--- config.mk ---
export PLATFORM = sky130hd
export DESIGN_NAME = afsm_regs
export DESIGN_NICKNAME = d
export VERILOG_FILES = /design/src/rtl/afsm_pkg.sv /design/src/rtl/afsm_sticky.sv /design/src/rtl/afsm_regs.sv
export SDC_FILE = /design/constraint.sdc
export NUM_CORES = 1
export LEC_CHECK = 0
export BUFFER_PORTS_ARGS = -buffer_cell sky130_fd_sc_hd__buf_4
export CORE_AREA = 2 2 76 78
export CTS_CLUSTER_SIZE = 25
export DETAILED_ROUTE_END_ITERATION = 16
export DIE_AREA = 0 0 78 80
export GPL_TIMING_DRIVEN = 0
export PLACE_DENSITY = 0.67
export SETUP_SLACK_MARGIN = 0.5
export SLEW_MARGIN = 20
export SYNTH_ARGS = -nofsm -noshare
export SYNTH_HDL_FRONTEND = slang
export SYNTH_HIERARCHICAL = 1
export SYNTH_SLANG_ARGS = --single-unit
--- constraint.sdc ---
create_clock -name mclk -period 1.8 [get_ports mclk]
set_input_delay 0.09 -clock mclk [delete_from_list [all_inputs] [get_ports mclk]]
set_output_delay 0.09 -clock mclk [all_outputs]
set_load 0.02 [all_outputs]
--- src/rtl/afsm_pkg.sv ---
// fault status and report mask register bank: shared constants and types
// assumes an 8-bit register port with byte addresses as printed
`default_nettype none
package afsm_pkg;
   // ***********************************************************
   // register map
   // ***********************************************************
   localparam logic [7:0] ADDR_CHANNEL_FAULT_STATUS = 8'h70;
   localparam logic [7:0] ADDR_GLOBAL_A = 8'h71;
   localparam logic [7:0] ADDR_GLOBAL_B = 8'h72;
   localparam logic [7:0] ADDR_WARNING = 8'h73;
   localparam logic [7:0] ADDR_MASK_A = 8'h74;
   localparam logic [7:0] ADDR_MASK_B = 8'h75;
   localparam logic [7:0] ADDR_FAULT_CLEAR = 8'h78;

   localparam logic [7:0] RST_STATUS = 8'h00;
   localparam logic [7:0] RST_MASK_A = 8'h00;
   localparam logic [7:0] RST_MASK_B = 8'hf8;
   // bit 3 of mask a is reserved and read-only
   localparam logic [7:0] WMASK_MASK_A = 8'hf7;
   localparam int CLEAR_BIT = 7;

   // ***********************************************************
   // field positions
   // ***********************************************************
   localparam int MA_THERMAL_SD = 7;
   localparam int MA_CORE_UV = 6;
   localparam int MA_CORE_OV = 5;
   localparam int MA_CLOCK = 4;
   localparam int MA_STAGE = 2;
   localparam int MA_DC = 1;
   localparam int MA_OC = 0;
   localparam int MB_HOLD_CBC_FAULT = 7;
   localparam int MB_HOLD_CBC_WARN = 6;
   localparam int MB_HOLD_CLOCK = 5;
   localparam int MB_HOLD_THERMAL_SD = 4;
   localparam int MB_HOLD_THERMAL_WARN = 3;
   localparam int MB_THERMAL_WARN = 2;
   localparam int MB_CBC_WARN = 1;
   localparam int MB_CBC_FAULT = 0;

   // sticky vector layout
   localparam int STICKY_W = 16;
   localparam int SV_R_OC = 0;
   localparam int SV_L_OC = 1;
   localparam int SV_R_DC = 2;
   localparam int SV_L_DC = 3;
   localparam int SV_STAGE_UV = 4;
   localparam int SV_STAGE_OV = 5;
   localparam int SV_CLOCK = 6;
   localparam int SV_THERMAL_SD = 7;
   localparam int SV_L_CBC = 8;
   localparam int SV_R_CBC = 9;
   localparam int SV_L_CBCW = 10;
   localparam int SV_R_CBCW = 11;
   localparam int SV_OTW = 12;

   // warning thresholds in degrees C, informational for level inputs
   localparam int OTW_LEVEL_ONE_C = 112;
   localparam int OTW_LEVEL_TWO_C = 122;
   localparam int OTW_LEVEL_THREE_C = 134;
   localparam int OTW_LEVEL_FOUR_C = 146;

   // ***********************************************************
   // state types
   // ***********************************************************
   typedef struct packed {
      logic [STICKY_W-1:0] held;
   } afsm_sticky_s;

   typedef struct packed {
      logic [7:0] maskA;
      logic [7:0] maskB;
      logic [2:0] digital;
      logic [7:0] rdData;
      logic rdValid;
      logic [7:0] rdAddr;
      logic clearPulse;
      logic reportN;
   } afsm_regs_s;
endpackage
`default_nettype wire

--- src/rtl/afsm_sticky.sv ---
// latched fault flags with per-bit hold enables
// assumes raw flags are synchronous to mclk
`timescale 1ns/100ps
`default_nettype none
module afsm_sticky
   import afsm_pkg::*;
(
   input wire logic mclk,
   input wire logic rst,
   input wire logic ce,
   input wire logic [STICKY_W-1:0] rawIn,
   input wire logic [STICKY_W-1:0] holdEn,
   input wire logic clearHeld,
   output logic [STICKY_W-1:0] heldState
);
   afsm_sticky_s state_r;
   afsm_sticky_s state_nxt;

   // ***********************************************************
   // latch logic
   // ***********************************************************
   always_comb
   begin
      state_nxt = state_r;
      // set beats clear so a fault landing on the clear is kept
      state_nxt.held = rawIn
         | (holdEn & state_r.held & {STICKY_W{~clearHeld}});
   end

   always_ff @(posedge mclk or posedge rst)
   begin
      if (rst)
         state_r <= '0;
      else if (ce)
         state_r <= state_nxt;
   end

   assign heldState = state_r.held;
endmodule
`default_nettype wire

--- src/rtl/afsm_regs.sv ---
// fault and warning status, report masks and fault clear of the amplifier
// assumes fault inputs are synchronous levels from the protection circuits
// and a simple byte register port decoded by the control interface
`timescale 1ns/100ps
`default_nettype none
module afsm_regs
   import afsm_pkg::*;
(
   input wire logic mclk,
   input wire logic rst,
   input wire logic ce,
   input wire logic [7:0] regAddr,
   input wire logic [7:0] regWrData,
   input wire logic regWrEn,
   input wire logic regRdEn,
   input wire logic left_dc_fault,
   input wire logic right_dc_fault,
   input wire logic left_overcurrent_fault,
   input wire logic right_overcurrent_fault,
   input wire logic configCrcError,
   input wire logic coefficient_write_error,
   input wire logic bootLoadError,
   input wire logic clockFault,
   input wire logic stageOverVolt,
   input wire logic stageUnderVolt,
   input wire logic coreUnderVolt,
   input wire logic coreOverVolt,
   input wire logic left_cycle_limit_fault,
   input wire logic right_cycle_limit_fault,
   input wire logic thermal_shutdown_fault,
   input wire logic left_cycle_limit_warning,
   input wire logic right_cycle_limit_warning,
   input wire logic [3:0] thermalWarning,
   output logic [7:0] regRdData,
   output logic regRdValid,
   output logic analogClear,
   output logic faultReportN
);
   afsm_regs_s state_r;
   afsm_regs_s state_nxt;
   logic [STICKY_W-1:0] rawFaults;
   logic [STICKY_W-1:0] holdMask;
   logic [STICKY_W-1:0] held;

   // ***********************************************************
   // helpers
   // ***********************************************************
   // any unmasked source, shared by report logic and its check
   function automatic logic anyUnmasked(input logic [STICKY_W-1:0] st,
                                        input logic [7:0] ma,
                                        input logic [7:0] mb,
                                        input logic cuv,
                                        input logic cov);
      logic hit;
      hit = 1'b0;
      hit = hit | (st[SV_THERMAL_SD] & ~ma[MA_THERMAL_SD]);
      hit = hit | (cuv & ~ma[MA_CORE_UV]);
      hit = hit | (cov & ~ma[MA_CORE_OV]);
      hit = hit | (st[SV_CLOCK] & ~ma[MA_CLOCK]);
      hit = hit | ((st[SV_STAGE_UV] | st[SV_STAGE_OV])
         & ~ma[MA_STAGE]);
      hit = hit | ((st[SV_L_DC] | st[SV_R_DC]) & ~ma[MA_DC]);
      hit = hit | ((st[SV_L_OC] | st[SV_R_OC]) & ~ma[MA_OC]);
      hit = hit | ((|st[SV_OTW+3:SV_OTW]) & ~mb[MB_THERMAL_WARN]);
      hit = hit | ((st[SV_L_CBCW] | st[SV_R_CBCW])
         & ~mb[MB_CBC_WARN]);
      hit = hit | ((st[SV_L_CBC] | st[SV_R_CBC]) & ~mb[MB_CBC_FAULT]);
      return hit;
   endfunction

   // ***********************************************************
   // fault gathering
   // ***********************************************************
   assign rawFaults = {thermalWarning, right_cycle_limit_warning,
      left_cycle_limit_warning, right_cycle_limit_fault,
      left_cycle_limit_fault, thermal_shutdown_fault, clockFault,
      stageOverVolt, stageUnderVolt, left_dc_fault, right_dc_fault,
      left_overcurrent_fault, right_overcurrent_fault};

   // stage supply, DC and over-current faults always hold until cleared
   assign holdMask = {{4{state_r.maskB[MB_HOLD_THERMAL_WARN]}},
      {2{state_r.maskB[MB_HOLD_CBC_WARN]}},
      {2{state_r.maskB[MB_HOLD_CBC_FAULT]}},
      state_r.maskB[MB_HOLD_THERMAL_SD],
      state_r.maskB[MB_HOLD_CLOCK], 6'h3f};

   afsm_sticky u_sticky (
      .mclk(mclk),
      .rst(rst),
      .ce(ce),
      .rawIn(rawFaults),
      .holdEn(holdMask),
      .clearHeld(state_r.clearPulse),
      .heldState(held)
   );

   // ***********************************************************
   // register access
   // ***********************************************************
   always_comb
   begin
      state_nxt = state_r;
      state_nxt.rdValid = 1'b0;
      state_nxt.clearPulse = 1'b0;
      state_nxt.digital = {configCrcError, coefficient_write_error,
         bootLoadError};
      // writes to status addresses fall through untouched
      if (regWrEn)
      begin
         case (regAddr)
            ADDR_MASK_A:
               state_nxt.maskA = regWrData & WMASK_MASK_A;
            ADDR_MASK_B:
               state_nxt.maskB = regWrData;
            ADDR_FAULT_CLEAR:
               state_nxt.clearPulse = regWrData[CLEAR_BIT];
            default:
               state_nxt.clearPulse = 1'b0;
         endcase
      end
      if (regRdEn)
      begin
         state_nxt.rdValid = 1'b1;
         state_nxt.rdAddr = regAddr;
         case (regAddr)
            ADDR_CHANNEL_FAULT_STATUS:
               state_nxt.rdData = {4'h0, held[SV_L_DC], held[SV_R_DC],
                  held[SV_L_OC], held[SV_R_OC]};
            ADDR_GLOBAL_A:
               state_nxt.rdData = {state_r.digital, 2'h0, held[SV_CLOCK],
                  held[SV_STAGE_OV], held[SV_STAGE_UV]};
            ADDR_GLOBAL_B:
               state_nxt.rdData = {5'h00, held[SV_R_CBC], held[SV_L_CBC],
                  held[SV_THERMAL_SD]};
            ADDR_WARNING:
               state_nxt.rdData = {2'h0, held[SV_L_CBCW], held[SV_R_CBCW],
                  held[SV_OTW+3:SV_OTW]};
            ADDR_MASK_A:
               state_nxt.rdData = state_r.maskA;
            ADDR_MASK_B:
               state_nxt.rdData = state_r.maskB;
            default:
               state_nxt.rdData = 8'h00;
         endcase
      end
      // status keeps updating under a mask; only the report is gated
      state_nxt.reportN = ~anyUnmasked(held, state_r.maskA, state_r.maskB,
         coreUnderVolt, coreOverVolt);
   end

   always_ff @(posedge mclk or posedge rst)
   begin
      if (rst)
      begin
         state_r <= '0;
         state_r.maskA <= RST_MASK_A;
         state_r.maskB <= RST_MASK_B;
         state_r.rdData <= RST_STATUS;
         state_r.reportN <= 1'b1;
      end
      else if (ce)
         state_r <= state_nxt;
   end

   assign regRdData = state_r.rdData;
   assign regRdValid = state_r.rdValid;
   assign analogClear = state_r.clearPulse;
   assign faultReportN = state_r.reportN;
endmodule
`default_nettype wire

* Word-level counts from Yosys, hierarchy flattened *
Index checks and enable logic that the tools add are counted.

operators by class
  reduce and logical (&&, ||, !) cells = 4
  muxes and demuxes = 4
  bitwise operators = 39
  eq/ne operators = 7

operator list
  kind                count
  $eq 8x7->1 const B  7
  $pmux 8 s6          1
  $and 16x16->16      2
  $or 16x16->16       1
  $or 1x1->1          14
  $not 1->1           12
  $and 1x1->1         10
  $mux 9              1
  $reduce_and 3->1    2
  $reduce_or 4->1     1
  $mux 1              2
  $reduce_and 2->1    1

storage, ports and cells
  bits of input ports = 42
  output and inout port bits = 11
  flip-flop bits (word level) = 53
  word-level logic and storage cells = 63

* Logic depth before layout (Yosys ltp) *
Gate-level depths: netlist of run 1.

  depth after elaboration = 12
  depth in mapped cells = 6
  depth with buffers taken out = 4

* By module *
Netlist of run 1, hierarchy kept.

modules (own cells, without submodules)
  module       seq. area each (um2)  times used  cells an instance  area each (um2)
  afsm_regs    733.2                 1           143                1,614.0
  afsm_sticky  400.4                 1           68                 779.5

* Worst setup path after synthesis of run 1 *
OpenSTA, ideal clock, no wires.

  kind = input-to-reg
  start point = input port regAddr[7]
  end point = register state_r[30] in the netlist's numbering
  setup slack = 0.330 ns
  stages = 4
  required time = 1.675 ns
  setup time = 0.125 ns
  arrival time = 1.345 ns
  buffers on the path = 0
  cell sequence = nand4b_4 or3_4 nor3_4 mux2_2

on the way
  word-level cells in the longest chain between the ends = 2

ends and longest elaborated chain
  what                               RTL line          RTL
  from (decl)                        afsm_regs.sv:12   input wire logic [7:0] regAddr,
  $eq 8x7->1                         afsm_regs.sv:110  case (regAddr)
  $reduce_and 3->1 (no source line)  -
  to (signal assigned)               afsm_regs.sv:162  state_r <= state_nxt;
  to (decl)                          afsm_regs.sv:39   afsm_regs_s state_r;

No other way between the ends.
A chain may end at the register's enable or synchronous reset.

* Final worst setup path of run 1 *
  start point = register u_sticky.state_r, in the netlist u_sticky/heldState[14]
  end point = register state_r, in the netlist faultReportN

on the way
  word-level cells in the longest chain between the ends = 6

ends and longest elaborated chain
  what                    RTL line           RTL
  from (decl)             afsm_sticky.sv:16  afsm_sticky_s state_r;
  from (signal assigned)  afsm_sticky.sv:35  state_r <= state_nxt;
  $reduce_or 4->1         afsm_regs.sv:64    hit = hit | ((|st[SV_OTW+3:SV_OTW]) & ~mb[MB_THERMAL_WARN]);
  $and 1x1->1             afsm_regs.sv:64
  $or 1x1->1              afsm_regs.sv:64
  $or 1x1->1              afsm_regs.sv:65    hit = hit | ((st[SV_L_CBCW] | st[SV_R_CBCW])
  $or 1x1->1              afsm_regs.sv:67    hit = hit | ((st[SV_L_CBC] | st[SV_R_CBC]) & ~mb[MB_CBC_FAULT]);
  $not 1->1               afsm_regs.sv:147   state_nxt.reportN = ~anyUnmasked(held, state_r.maskA, state_r.maskB,

No other way between the ends.

==> results.json, run 1 <==
{
  "rows": 27,
  "syn_area_mm2": 0.002394,
  "grt_max_degree": 30,
  "coreArea_mm2": 0.005405,
  "antenna_found_initial": 0,
  "crit_path_start": "u_sticky/heldState[14]$_DFFE_PP0P_",
  "tns_ns": 0,
  "maxSlewHeadroom": 0.5634,
  "grt_pass1_vias": 1839,
  "crit_chain": "nor4_2, nor2_1, or4_4, o22ai_2",
  "path_class": "flip-flop to flip-flop",
  "drv_cap": 0,
  "pre_cts_ws_ns": 0.09315,
  "finalClockSkew_ns": 0.004963,
  "root_buffer": "clkbuf_8",
  "die_area_mm2": 0.006240,
  "finalMaxSlewViolations": 0,
  "ys_seq_area_frac": 0.4736,
  "fin_crit_ns": 1.407,
  "drc": 0,
  "min_from": "right_dc_fault",
  "setup_slack_ns": 0.3934,
  "r2r_slack_ns": 0.39,
  "synth_xor_area_frac": 0,
  "synth_compound_area_frac": 0.06639,
  "grt.total_usage": 0.1937,
  "vdd_drop_max_mv": 0.3984,
  "finalSetupViolCount": 0,
  "synth_top_family_by_area": "multiplexers",
  "insertion_delay_ns": 0.30,
  "reg2reg_from": "u_sticky/heldState[14]$_DFFE_PP0P_",
  "cp.arrival_ns": 1.63,
  "synth_top_area_frac": 0.4077,
  "synth_edf_count": 0,
  "die_h_um": 80,
  "nets": 323,
  "power.density_mw_per_mm2": 672.7,
  "slowest_delay_ns": 0.43,
  "critPathMaxFanout": 3,
  "wl_per_cell_um": 15.90,
  "avgSynthCellArea_um2": 11.34,
  "synth_top_area_cell": "dfrtp_1",
  "rsz0062_at_grt": "true",
  "drtPass1Iterations": 4,
  "r2r_end": "faultReportN$_DFFE_PP1P_",
  "drive_gt1_frac": 0.4113,
  "synth_area_leaders": "dfrtp_1 (41%), mux2i_1 (9.2%), mux2_2 (8.5%), dfstp_2 (6.6%), nand3b_1 (5.3%)",
  "cp-end-kind": "flip-flop",
  "cts_tree": "yes",
  "synth-simple-area-share": 0.1840,
  "leakage_nw": 1.439,
  "clk_path_buf_depth": 2,
  "fillers": 513,
  "clk_pin_slew_ns": 0.08,
  "rr_worst_depth": 4,
  "period_share": 0.7815,
  "antenna_cells": 0,
  "grt_first_pass_wirelength_mm": 9.287,
  "dieWidth_um": 78,
  "via_per_inst": 5.164,
  "outcome": "finished clean",
  "vias": 1828,
  "worstPathRequired_ns": 2.02,
  "holdPathEnd": "u_sticky/heldState[2]$_DFFE_PP0P_",
  "slowest_stage": "dfrtp_1",
  "cts.sinks": 45,
  "grt.overflow.total": 0,
  "drtIter0Drc": 116,
  "htree_levels": 2,
  "utilization": 0.5692,
  "routed_wirelength_mm": 5.629,
  "muxShareOfSynthArea": 0.2049,
  "hpwl_mm": 4.165,
  "ys_ff_latch": 45,
  "drt.antenna.violating_nets": 0,
  "syn_inst": 211,
  "hold_depth": 3,
  "synth_warnings": 6,
  "synth_fa_ha_area_frac": 0,
  "ios": 53,
  "cp-start-kind": "flip-flop",
  "hp-class": "input port to flip-flop",
  "finalWeightedCongestion": 0.7799,
  "max_freq_ghz": 0.7109,
  "synthFlopType": "dfrtp_1",
  "port_buffers": 48,
  "cts_buffers": 5,
  "finalHoldViolCount": 0,
  "totalPowerFinal_mw": 2.070,
  "syn2layout_area_growth_pct": 28.54,
  "initial_core_util": 0.4428,
  "ys_async_sr_fraction": 1.000,
  "worstMarginPinSlew_ns": 0.6542,
  "ys_types": 36
}
## where the power goes
| part | switching [mW] | internal (mW) | total, mW |
|---|---|---|---|
| sequential | 0.0585 | 1.07 | 1.13 |
| combinational | 0.143 | 0.168 | 0.311 |
| clock | 0.320 | 0.313 | 0.633 |
## routing by layer
metal	wire, um	vias to the layer above	global-route usage
met4	53	0	0.04737
met5	0	-	0
met3	332	5	0.03733
met2	2763	52	0.3233
li1	-	884	-
met1	2480	887	0.2611
## cells in the mapped netlist (4+ instances only)
library cell / instances
inv_1: 9
clkbuf_1: 4
buf_4: 8
mux2i_1: 22
o21ai_0: 7
nand3_1: 4
mux2_2: 18
dfstp_2: 6
nand3b_1: 17
nand2_1: 25
nor2_1: 9
dfrtp_1: 39
## cell families (layout without fill, tap and decap cells)
group / Yosys count / in the layout
AO/OA/AOI/OAI: 23 / 23
buffers and inverters: 27 / 93
flip-flops: 45 / 45
multiplexers: 43 / 43
other: 1 / 6
AND/OR/NAND/NOR: 72 / 72
## worst max-delay path by stage
stage | to | slack, ns | cells after the start
2_1_floorplan | state_r[30]$_DFFE_PP0P_ | 0.38 | 4
3_3_place_gp | state_r[31]$_DFFE_PP0P_ | 0.10 | 5
3_5_place_dp | state_r[32]$_DFFE_PP0P_ | 0.09 | 5
4_1_cts | faultReportN$_DFFE_PP1P_ | 0.37 | 4
5_1_grt | faultReportN$_DFFE_PP1P_ | 0.33 | 4
6_report | faultReportN$_DFFE_PP1P_ | 0.39 | 4
## sequential cells by signal, indices dropped and copies added, names as in the netlist
name	cells
u_sticky/heldState	16
state_r	13
regRdData	8
holdMask	5
analogClear	1
faultReportN	1
regRdValid	1
## critical path: cells and delay by family, from the launching register on
kind	cells	cell delay [ns]
AND/OR/NAND/NOR	3	0.79
flip-flops	1	0.43
AO/OA/AOI/OAI	1	0.11
## cell usage in the layout (no fill, tap or decap), types with 2 or more instances in the layout
master          n
nand3b_1       17
buf_4          63
buf_12          2
mux4_2          3
dlygate4sd3_1   2
nand2_1        25
dfstp_2         6
buf_2           3
nor4_2          2
nor2_1          8
clkbuf_8        6
mux2_2         18
o21ai_0         6
clkbuf_1        5
o221ai_1        2
nand2b_1        3
o22ai_1         2
inv_1           8
mux2i_1        22
buf_6           2
a22oi_1         2
dfrtp_1        39
conb_1          6
a2bb2oi_1       2
o211ai_1        3
nand3_1         4
nor3b_1         2
## stage by stage
step           hold WS, ns  area (um^2)  std cells
2_1_floorplan     0.003739         2412        216
3_3_place_gp        0.2195         2863        336
3_5_place_dp        0.2164         2863        336
4_1_cts           0.006976         3004        348
5_1_grt            0.01228         3077        354
6_report          0.007815         3077        354
## area by class of cell
class,count,area [um^2],area share
Sequential cell,45,1134,0.3684
Buffer,18,133.9,0.04351
Multi-Input combinational cell,144,1142,0.3713
Tap cell,72,90.09,0.02928
Inverter,9,33.78,0.01098
Clock buffer,8,90.09,0.02928
Timing Repair Buffer,58,452.9,0.1472
## timing repair
item,4_1_cts,5_1_grt
pin swaps,4,3
setup buffers,3,5
resized for setup,1,8
setup endpoints to repair,9,8
hold endpoints to repair,16,23
hold buffers,1,1
Power figures use the tool's default switching activity.
==> inputs of run 2 (changes only) <==
==> constraint.sdc (replaced) <==
create_clock -name mclk -period 1.45 [get_ports mclk]
set_input_delay 0.0725 -clock mclk [delete_from_list [all_inputs] [get_ports mclk]]
set_output_delay 0.0725 -clock mclk [all_outputs]
set_load 0.02 [all_outputs]
==> run 2 against run 1 <==
Compared with the run above:
- the run now ends with hold timing left
- global-route usage increased by 1.8 points
- sequential power increased by 24%
- combinational power increased by 54%
- largest cell class unchanged
==> results.json, run 2 (synthesized netlist as in run 1, its figures left out) <==
{
  "r2r_slack_ns": 0.06,
  "clk_path_buf_depth": 2,
  "port_buffers": 48,
  "worstPathRequired_ns": 1.67,
  "drive_gt1_frac": 0.4760,
  "grt.overflow.total": 0,
  "fillers": 434,
  "finalMaxSlewViolations": 0,
  "outcome": "complete, but fails checks",
  "antenna_cells": 0,
  "min_from": "right_overcurrent_fault",
  "pre_cts_ws_ns": -0.2568,
  "path_class": "flip-flop to flip-flop",
  "ios": 53,
  "power.density_mw_per_mm2": 737.4,
  "worstMarginPinSlew_ns": 0.5030,
  "drt.antenna.violating_nets": 0,
  "die_area_mm2": 0.006240,
  "largest_register_ffs": 16,
  "fin_crit_ns": 1.393,
  "cp-start-kind": "flip-flop",
  "root_buffer": "clkbuf_8",
  "r2r_end": "faultReportN$_DFFE_PP1P_",
  "finalSetupViolCount": 0,
  "finalWeightedCongestion": 0.7795,
  "violations": "hold timing",
  "htree_levels": 2,
  "max_freq_ghz": 0.7180,
  "grt.total_usage": 0.2120,
  "maxSlewHeadroom": 0.6643,
  "rows": 27,
  "initial_core_util": 0.4428,
  "critPathMaxFanout": 4,
  "final_common_cell": "buf_4",
  "routed_wirelength_mm": 6.149,
  "reg2reg_from": "u_sticky/heldState[10]$_DFFE_PP0P_",
  "finalHoldViolCount": 1,
  "holdWs_ns": -0.005171,
  "vias": 1959,
  "setup_slack_ns": 0.05732,
  "hpwl_mm": 4.178,
  "grt_max_degree": 30,
  "hold_depth": 3,
  "vdd_drop_max_mv": 0.5713,
  "tns_ns": 0,
  "rr_worst_depth": 4,
  "syn2layout_area_growth_pct": 49.19,
  "cp-end-kind": "flip-flop",
  "insertion_delay_ns": 0.30,
  "cts.sinks": 45,
  "hp-class": "input port to flip-flop",
  "nets": 354,
  "dieWidth_um": 78,
  "grt_pass1_vias": 1994,
  "drc": 0,
  "die_h_um": 80,
  "wl_per_cell_um": 15.97,
  "antenna_found_initial": 0,
  "drv_cap": 0,
  "via_per_inst": 5.088,
  "cp.arrival_ns": 1.61,
  "fin_cells": 385,
  "finalClockSkew_ns": 0.009598,
  "layout_common_cells": "buf_4 (59), dfrtp_1 (37), buf_6 (28), nand2_1 (25), mux2i_1 (21)",
  "clk_pin_slew_ns": 0.08,
  "cts_buffers": 5,
  "drtPass1Iterations": 4,
  "cts_tree": "yes",
  "coreArea_mm2": 0.005405,
  "drtIter0Drc": 134,
  "leakage_nw": 1.639,
  "holdPathEnd": "u_sticky/heldState[0]$_DFFE_PP0P_",
  "dpl.cell_count": 336,
  "rsz0062_at_grt": "true",
  "period_share": 0.9605,
  "grt_first_pass_wirelength_mm": 10.12
}
## run 2: cell count changes in the layout (fill, tap and decap cells not counted), sizes merged
cell | previous run | this run
inv | 9 | 7
clkinv | 0 | 3
buf | 70 | 91
dlygate4sd3 | 2 | 13
clkbuf | 12 | 9
clkinvlp | 0 | 1
## run 2: repair_timing
action,4_1_cts,5_1_grt
buffers inserted,19,9
hold buffers,11,2
setup endpoints to repair,45,67
gates cloned,0,0
gates resized for setup,37,21
endpoints found under the hold margin,49,2
pin swaps,8,3
## run 2: through the flow
step / instance area, um^2 / util / total power [mW]
finish: 3571 / 0.6606 / 2.633
global route: 3571 / 0.6606 / 2.751
CTS: 3391 / 0.6273 / 2.596
detailed placement: 2915 / 0.5394 / 1.788
global placement: 2915 / 0.5394 / 1.780
floorplan: 2465 / - / 1.624
## run 2: area by class of cell
cell class	count	area (um^2)	share of cell area
multi-input combinational	144	1240	0.3472
sequential	45	1136	0.3182
timing repair buffer	89	785.8	0.2200
buffer	18	197.7	0.05536
tap	72	90.09	0.02523
clock buffer	6	72.57	0.02032
inverter	9	38.79	0.01086
clock inverter	2	10.01	0.002803
## run 2: layer usage
| layer | vias up | routed length (um) | track usage |
|---|---|---|---|
| met5 | - | 0 | 0 |
| met4 | 0 | 61 | 0.04737 |
| met3 | 8 | 315 | 0.03620 |
| met2 | 62 | 3064 | 0.3552 |
| met1 | 945 | 2707 | 0.2899 |
| li1 | 944 | - | - |
## run 2: worst max-delay path by stage
stage                                        from                        to  slack, ns  cells past startpoint
3_3_place_gp                                   ce   state_r[32]$_DFFE_PP0P_      -0.25                      5
5_1_grt        u_sticky/heldState[10]$_DFFE_PP0P_  faultReportN$_DFFE_PP1P_     -0.004                      4
2_1_floorplan                          regAddr[7]   state_r[30]$_DFFE_PP0P_       0.05                      4
6_report       u_sticky/heldState[10]$_DFFE_PP0P_  faultReportN$_DFFE_PP1P_       0.06                      4
3_5_place_dp                                   ce   state_r[31]$_DFFE_PP0P_      -0.26                      5
4_1_cts        u_sticky/heldState[12]$_DFFE_PP0P_  faultReportN$_DFFE_PP1P_       0.07                      4
## run 2: critical path: stages (launching register included)
cell	delay [ns]
dfrtp_1	0.43
nor2_2	0.17
o22ai_1	0.08
or4_1	0.52
o22ai_1	0.12
## run 2: power breakdown
group          leakage, nW  total (mW)  switching [mW]  internal (mW)
combinational         1.05       0.478           0.204          0.274
clock               0.0450       0.756           0.421          0.335
sequential           0.548        1.40          0.0742           1.33
total                 1.64        2.63           0.699           1.93
==> inputs of run 3 (changes only) <==
--- a/config.mk
+++ b/config.mk
@@ -7,11 +7,12 @@
 export LEC_CHECK = 0
 export BUFFER_PORTS_ARGS = -buffer_cell sky130_fd_sc_hd__buf_4
 export CORE_AREA = 2 2 76 78
-export CTS_CLUSTER_SIZE = 25
+export CTS_CLUSTER_SIZE = 14
 export DETAILED_ROUTE_END_ITERATION = 16
 export DIE_AREA = 0 0 78 80
 export GPL_TIMING_DRIVEN = 0
 export PLACE_DENSITY = 0.67
+export REMOVE_ABC_BUFFERS = 1
 export SETUP_SLACK_MARGIN = 0.5
 export SLEW_MARGIN = 20
 export SYNTH_ARGS = -nofsm -noshare
==> run 3 against run 2 <==
Compared with the run above:
- the flow still finishes with violations (hold timing)
- largest cell class unchanged
- hold slack better by 0.0023 ns
- critical endpoint unchanged
- die area stayed put
- sequential share of layout area rose by 2.0 points
- global-route usage is 1.4 points lower
- core utilization shrank 4.0 points
- critical path type unchanged
- setup slack worse by 0.037 ns
- final area decreased by 6.0%
- critical path depth stayed put
==> results.json, run 3 (synthesized netlist as in run 1, its figures left out) <==
{
  "reg2reg_from": "u_sticky/heldState[0]$_DFFE_PP0P_",
  "vdd_drop_max_mv": 0.4918,
  "hold_depth": 3,
  "period_share": 0.9863,
  "leakage_nw": 1.518,
  "finalClockSkew_ns": 0.008445,
  "initial_core_util": 0.4428,
  "setup_slack_ns": 0.01992,
  "die_area_mm2": 0.006240,
  "max_freq_ghz": 0.6993,
  "fin_crit_ns": 1.430,
  "drt.antenna.violating_nets": 0,
  "stdcell_area_mm2": 0.003356,
  "ios": 53,
  "largest_register_ffs": 16,
  "dieWidth_um": 78,
  "antenna_found_initial": 0,
  "coreArea_mm2": 0.005405,
  "power.density_mw_per_mm2": 788.4,
  "cp.arrival_ns": 1.66,
  "cts_buffers": 5,
  "hpwl_mm": 3.822,
  "syn2layout_area_growth_pct": 40.20,
  "grt_max_degree": 30,
  "htree_levels": 2,
  "r2r_slack_ns": 0.02,
  "routed_wirelength_mm": 5.847,
  "rsz0062_at_grt": "true",
  "drv_cap": 0,
  "worstMarginPinSlew_ns": 0.4947,
  "finalMaxSlewViolations": 0,
  "grt.total_usage": 0.1975,
  "holdWs_ns": -0.002897,
  "worstPathRequired_ns": 1.68,
  "grt.overflow.total": 0,
  "hp-class": "input port to flip-flop",
  "finalHoldViolCount": 1,
  "r2r_end": "faultReportN$_DFFE_PP1P_",
  "clk_path_buf_depth": 2,
  "final_common_cell": "buf_4",
  "grt_pass1_vias": 1862,
  "rr_worst_depth": 4,
  "grt_first_pass_wirelength_mm": 9.466,
  "drtPass1Iterations": 4,
  "finalWeightedCongestion": 0.7855,
  "post_dp_cell_area_mm2": 0.002760,
  "antenna_cells": 0,
  "dpl.cell_count": 322,
  "nets": 334,
  "vias": 1893,
  "holdPathEnd": "u_sticky/heldState[4]$_DFFE_PP0P_",
  "drtIter0Drc": 89,
  "rows": 27,
  "path_class": "flip-flop to flip-flop",
  "outcome": "complete, but fails checks",
  "via_per_inst": 5.201,
  "cts_tree": "yes",
  "fin_cells": 364,
  "min_from": "stageUnderVolt",
  "drive_gt1_frac": 0.4418,
  "clk_pin_slew_ns": 0.08,
  "critPathMaxFanout": 3,
  "wl_per_cell_um": 16.06,
  "tns_ns": 0,
  "finalSetupViolCount": 0,
  "insertion_delay_ns": 0.30,
  "cp-end-kind": "flip-flop",
  "die_h_um": 80,
  "pre_cts_ws_ns": -0.3527,
  "cts.sinks": 45,
  "layout_common_cells": "buf_4 (57), dfrtp_1 (38), nand2_1 (24), mux2i_1 (21), nand3b_1 (17)",
  "cp-start-kind": "flip-flop",
  "root_buffer": "clkbuf_8",
  "drc": 0,
  "violations": "hold timing",
  "maxSlewHeadroom": 0.6672,
  "port_buffers": 52
}
-- run 3: cell count changes in the layout (fill, tap and decap cells not counted), sizes merged --
cell,before,now
buf,91,72
clkbuf,9,7
clkinv,3,1
dlygate4sd3,13,15
-- run 3: worst max path at each step --
stage / depth (start not counted) / from / to / slack (ns)
2_1_floorplan: 4 / regAddr[7] / state_r[30]$_DFFE_PP0P_ / -0.002
3_3_place_gp: 4 / ce / state_r[22]$_DFFE_PP0P_ / -0.35
3_5_place_dp: 4 / ce / state_r[24]$_DFFE_PP0P_ / -0.35
4_1_cts: 4 / u_sticky/heldState[14]$_DFFE_PP0P_ / faultReportN$_DFFE_PP1P_ / 0.02
5_1_grt: 4 / u_sticky/heldState[0]$_DFFE_PP0P_ / faultReportN$_DFFE_PP1P_ / -0.05
6_report: 4 / u_sticky/heldState[0]$_DFFE_PP0P_ / faultReportN$_DFFE_PP1P_ / 0.02
-- run 3: area by class of cell --
| class | instances | area (um^2) |
|---|---|---|
| fillers | 466 | 2049 |
| multi-input cells | 144 | 1222 |
| flip-flops and latches | 45 | 1135 |
| well taps | 72 | 90.09 |
| clock buffers | 7 | 86.33 |
| repair buffers | 87 | 780.7 |
| inverters | 9 | 41.29 |
-- run 3: power breakdown --
part | internal [mW] | total [mW] | switching [mW]
Clock | 0.379 | 0.783 | 0.404
Combinational | 0.269 | 0.466 | 0.197
Sequential | 1.33 | 1.40 | 0.0719
-- run 3: layer usage --
metal | GRT usage | routed length [um] | up-vias
li1 | - | - | 903
met1 | 0.2731 | 2691 | 938
met2 | 0.3147 | 2763 | 42
met3 | 0.04751 | 312 | 10
met4 | 0.04737 | 79 | 0
met5 | 0 | 0 | -
-- run 3: repair_timing --
| action | in CTS | in global routing |
|---|---|---|
| pin swaps | 9 | 5 |
| setup buffers | 14 | 6 |
| gates resized for setup | 24 | 28 |
| hold buffers | 15 | 0 |
| endpoints found under the hold margin | 53 | 0 |
| setup endpoints to repair | 43 | 74 |
-- run 3: metrics by stage --
step / util / power (mW) / hold WS, ns
floorplan: - / 1.569 / -0.01376
global placement: 0.5106 / 1.753 / 0.2229
detailed placement: 0.5106 / 1.760 / 0.1953
CTS: 0.5924 / 2.614 / 0.003357
global route: 0.6208 / 2.753 / 0.005618
finish: 0.6208 / 2.646 / -0.002897
-- run 3: worst max-delay path, stage by stage (launching register included) --
cell	delay (ns)
dfrtp_1	0.42
nor2_1	0.15
o221ai_1	0.13
or4_1	0.50
o22ai_1	0.16
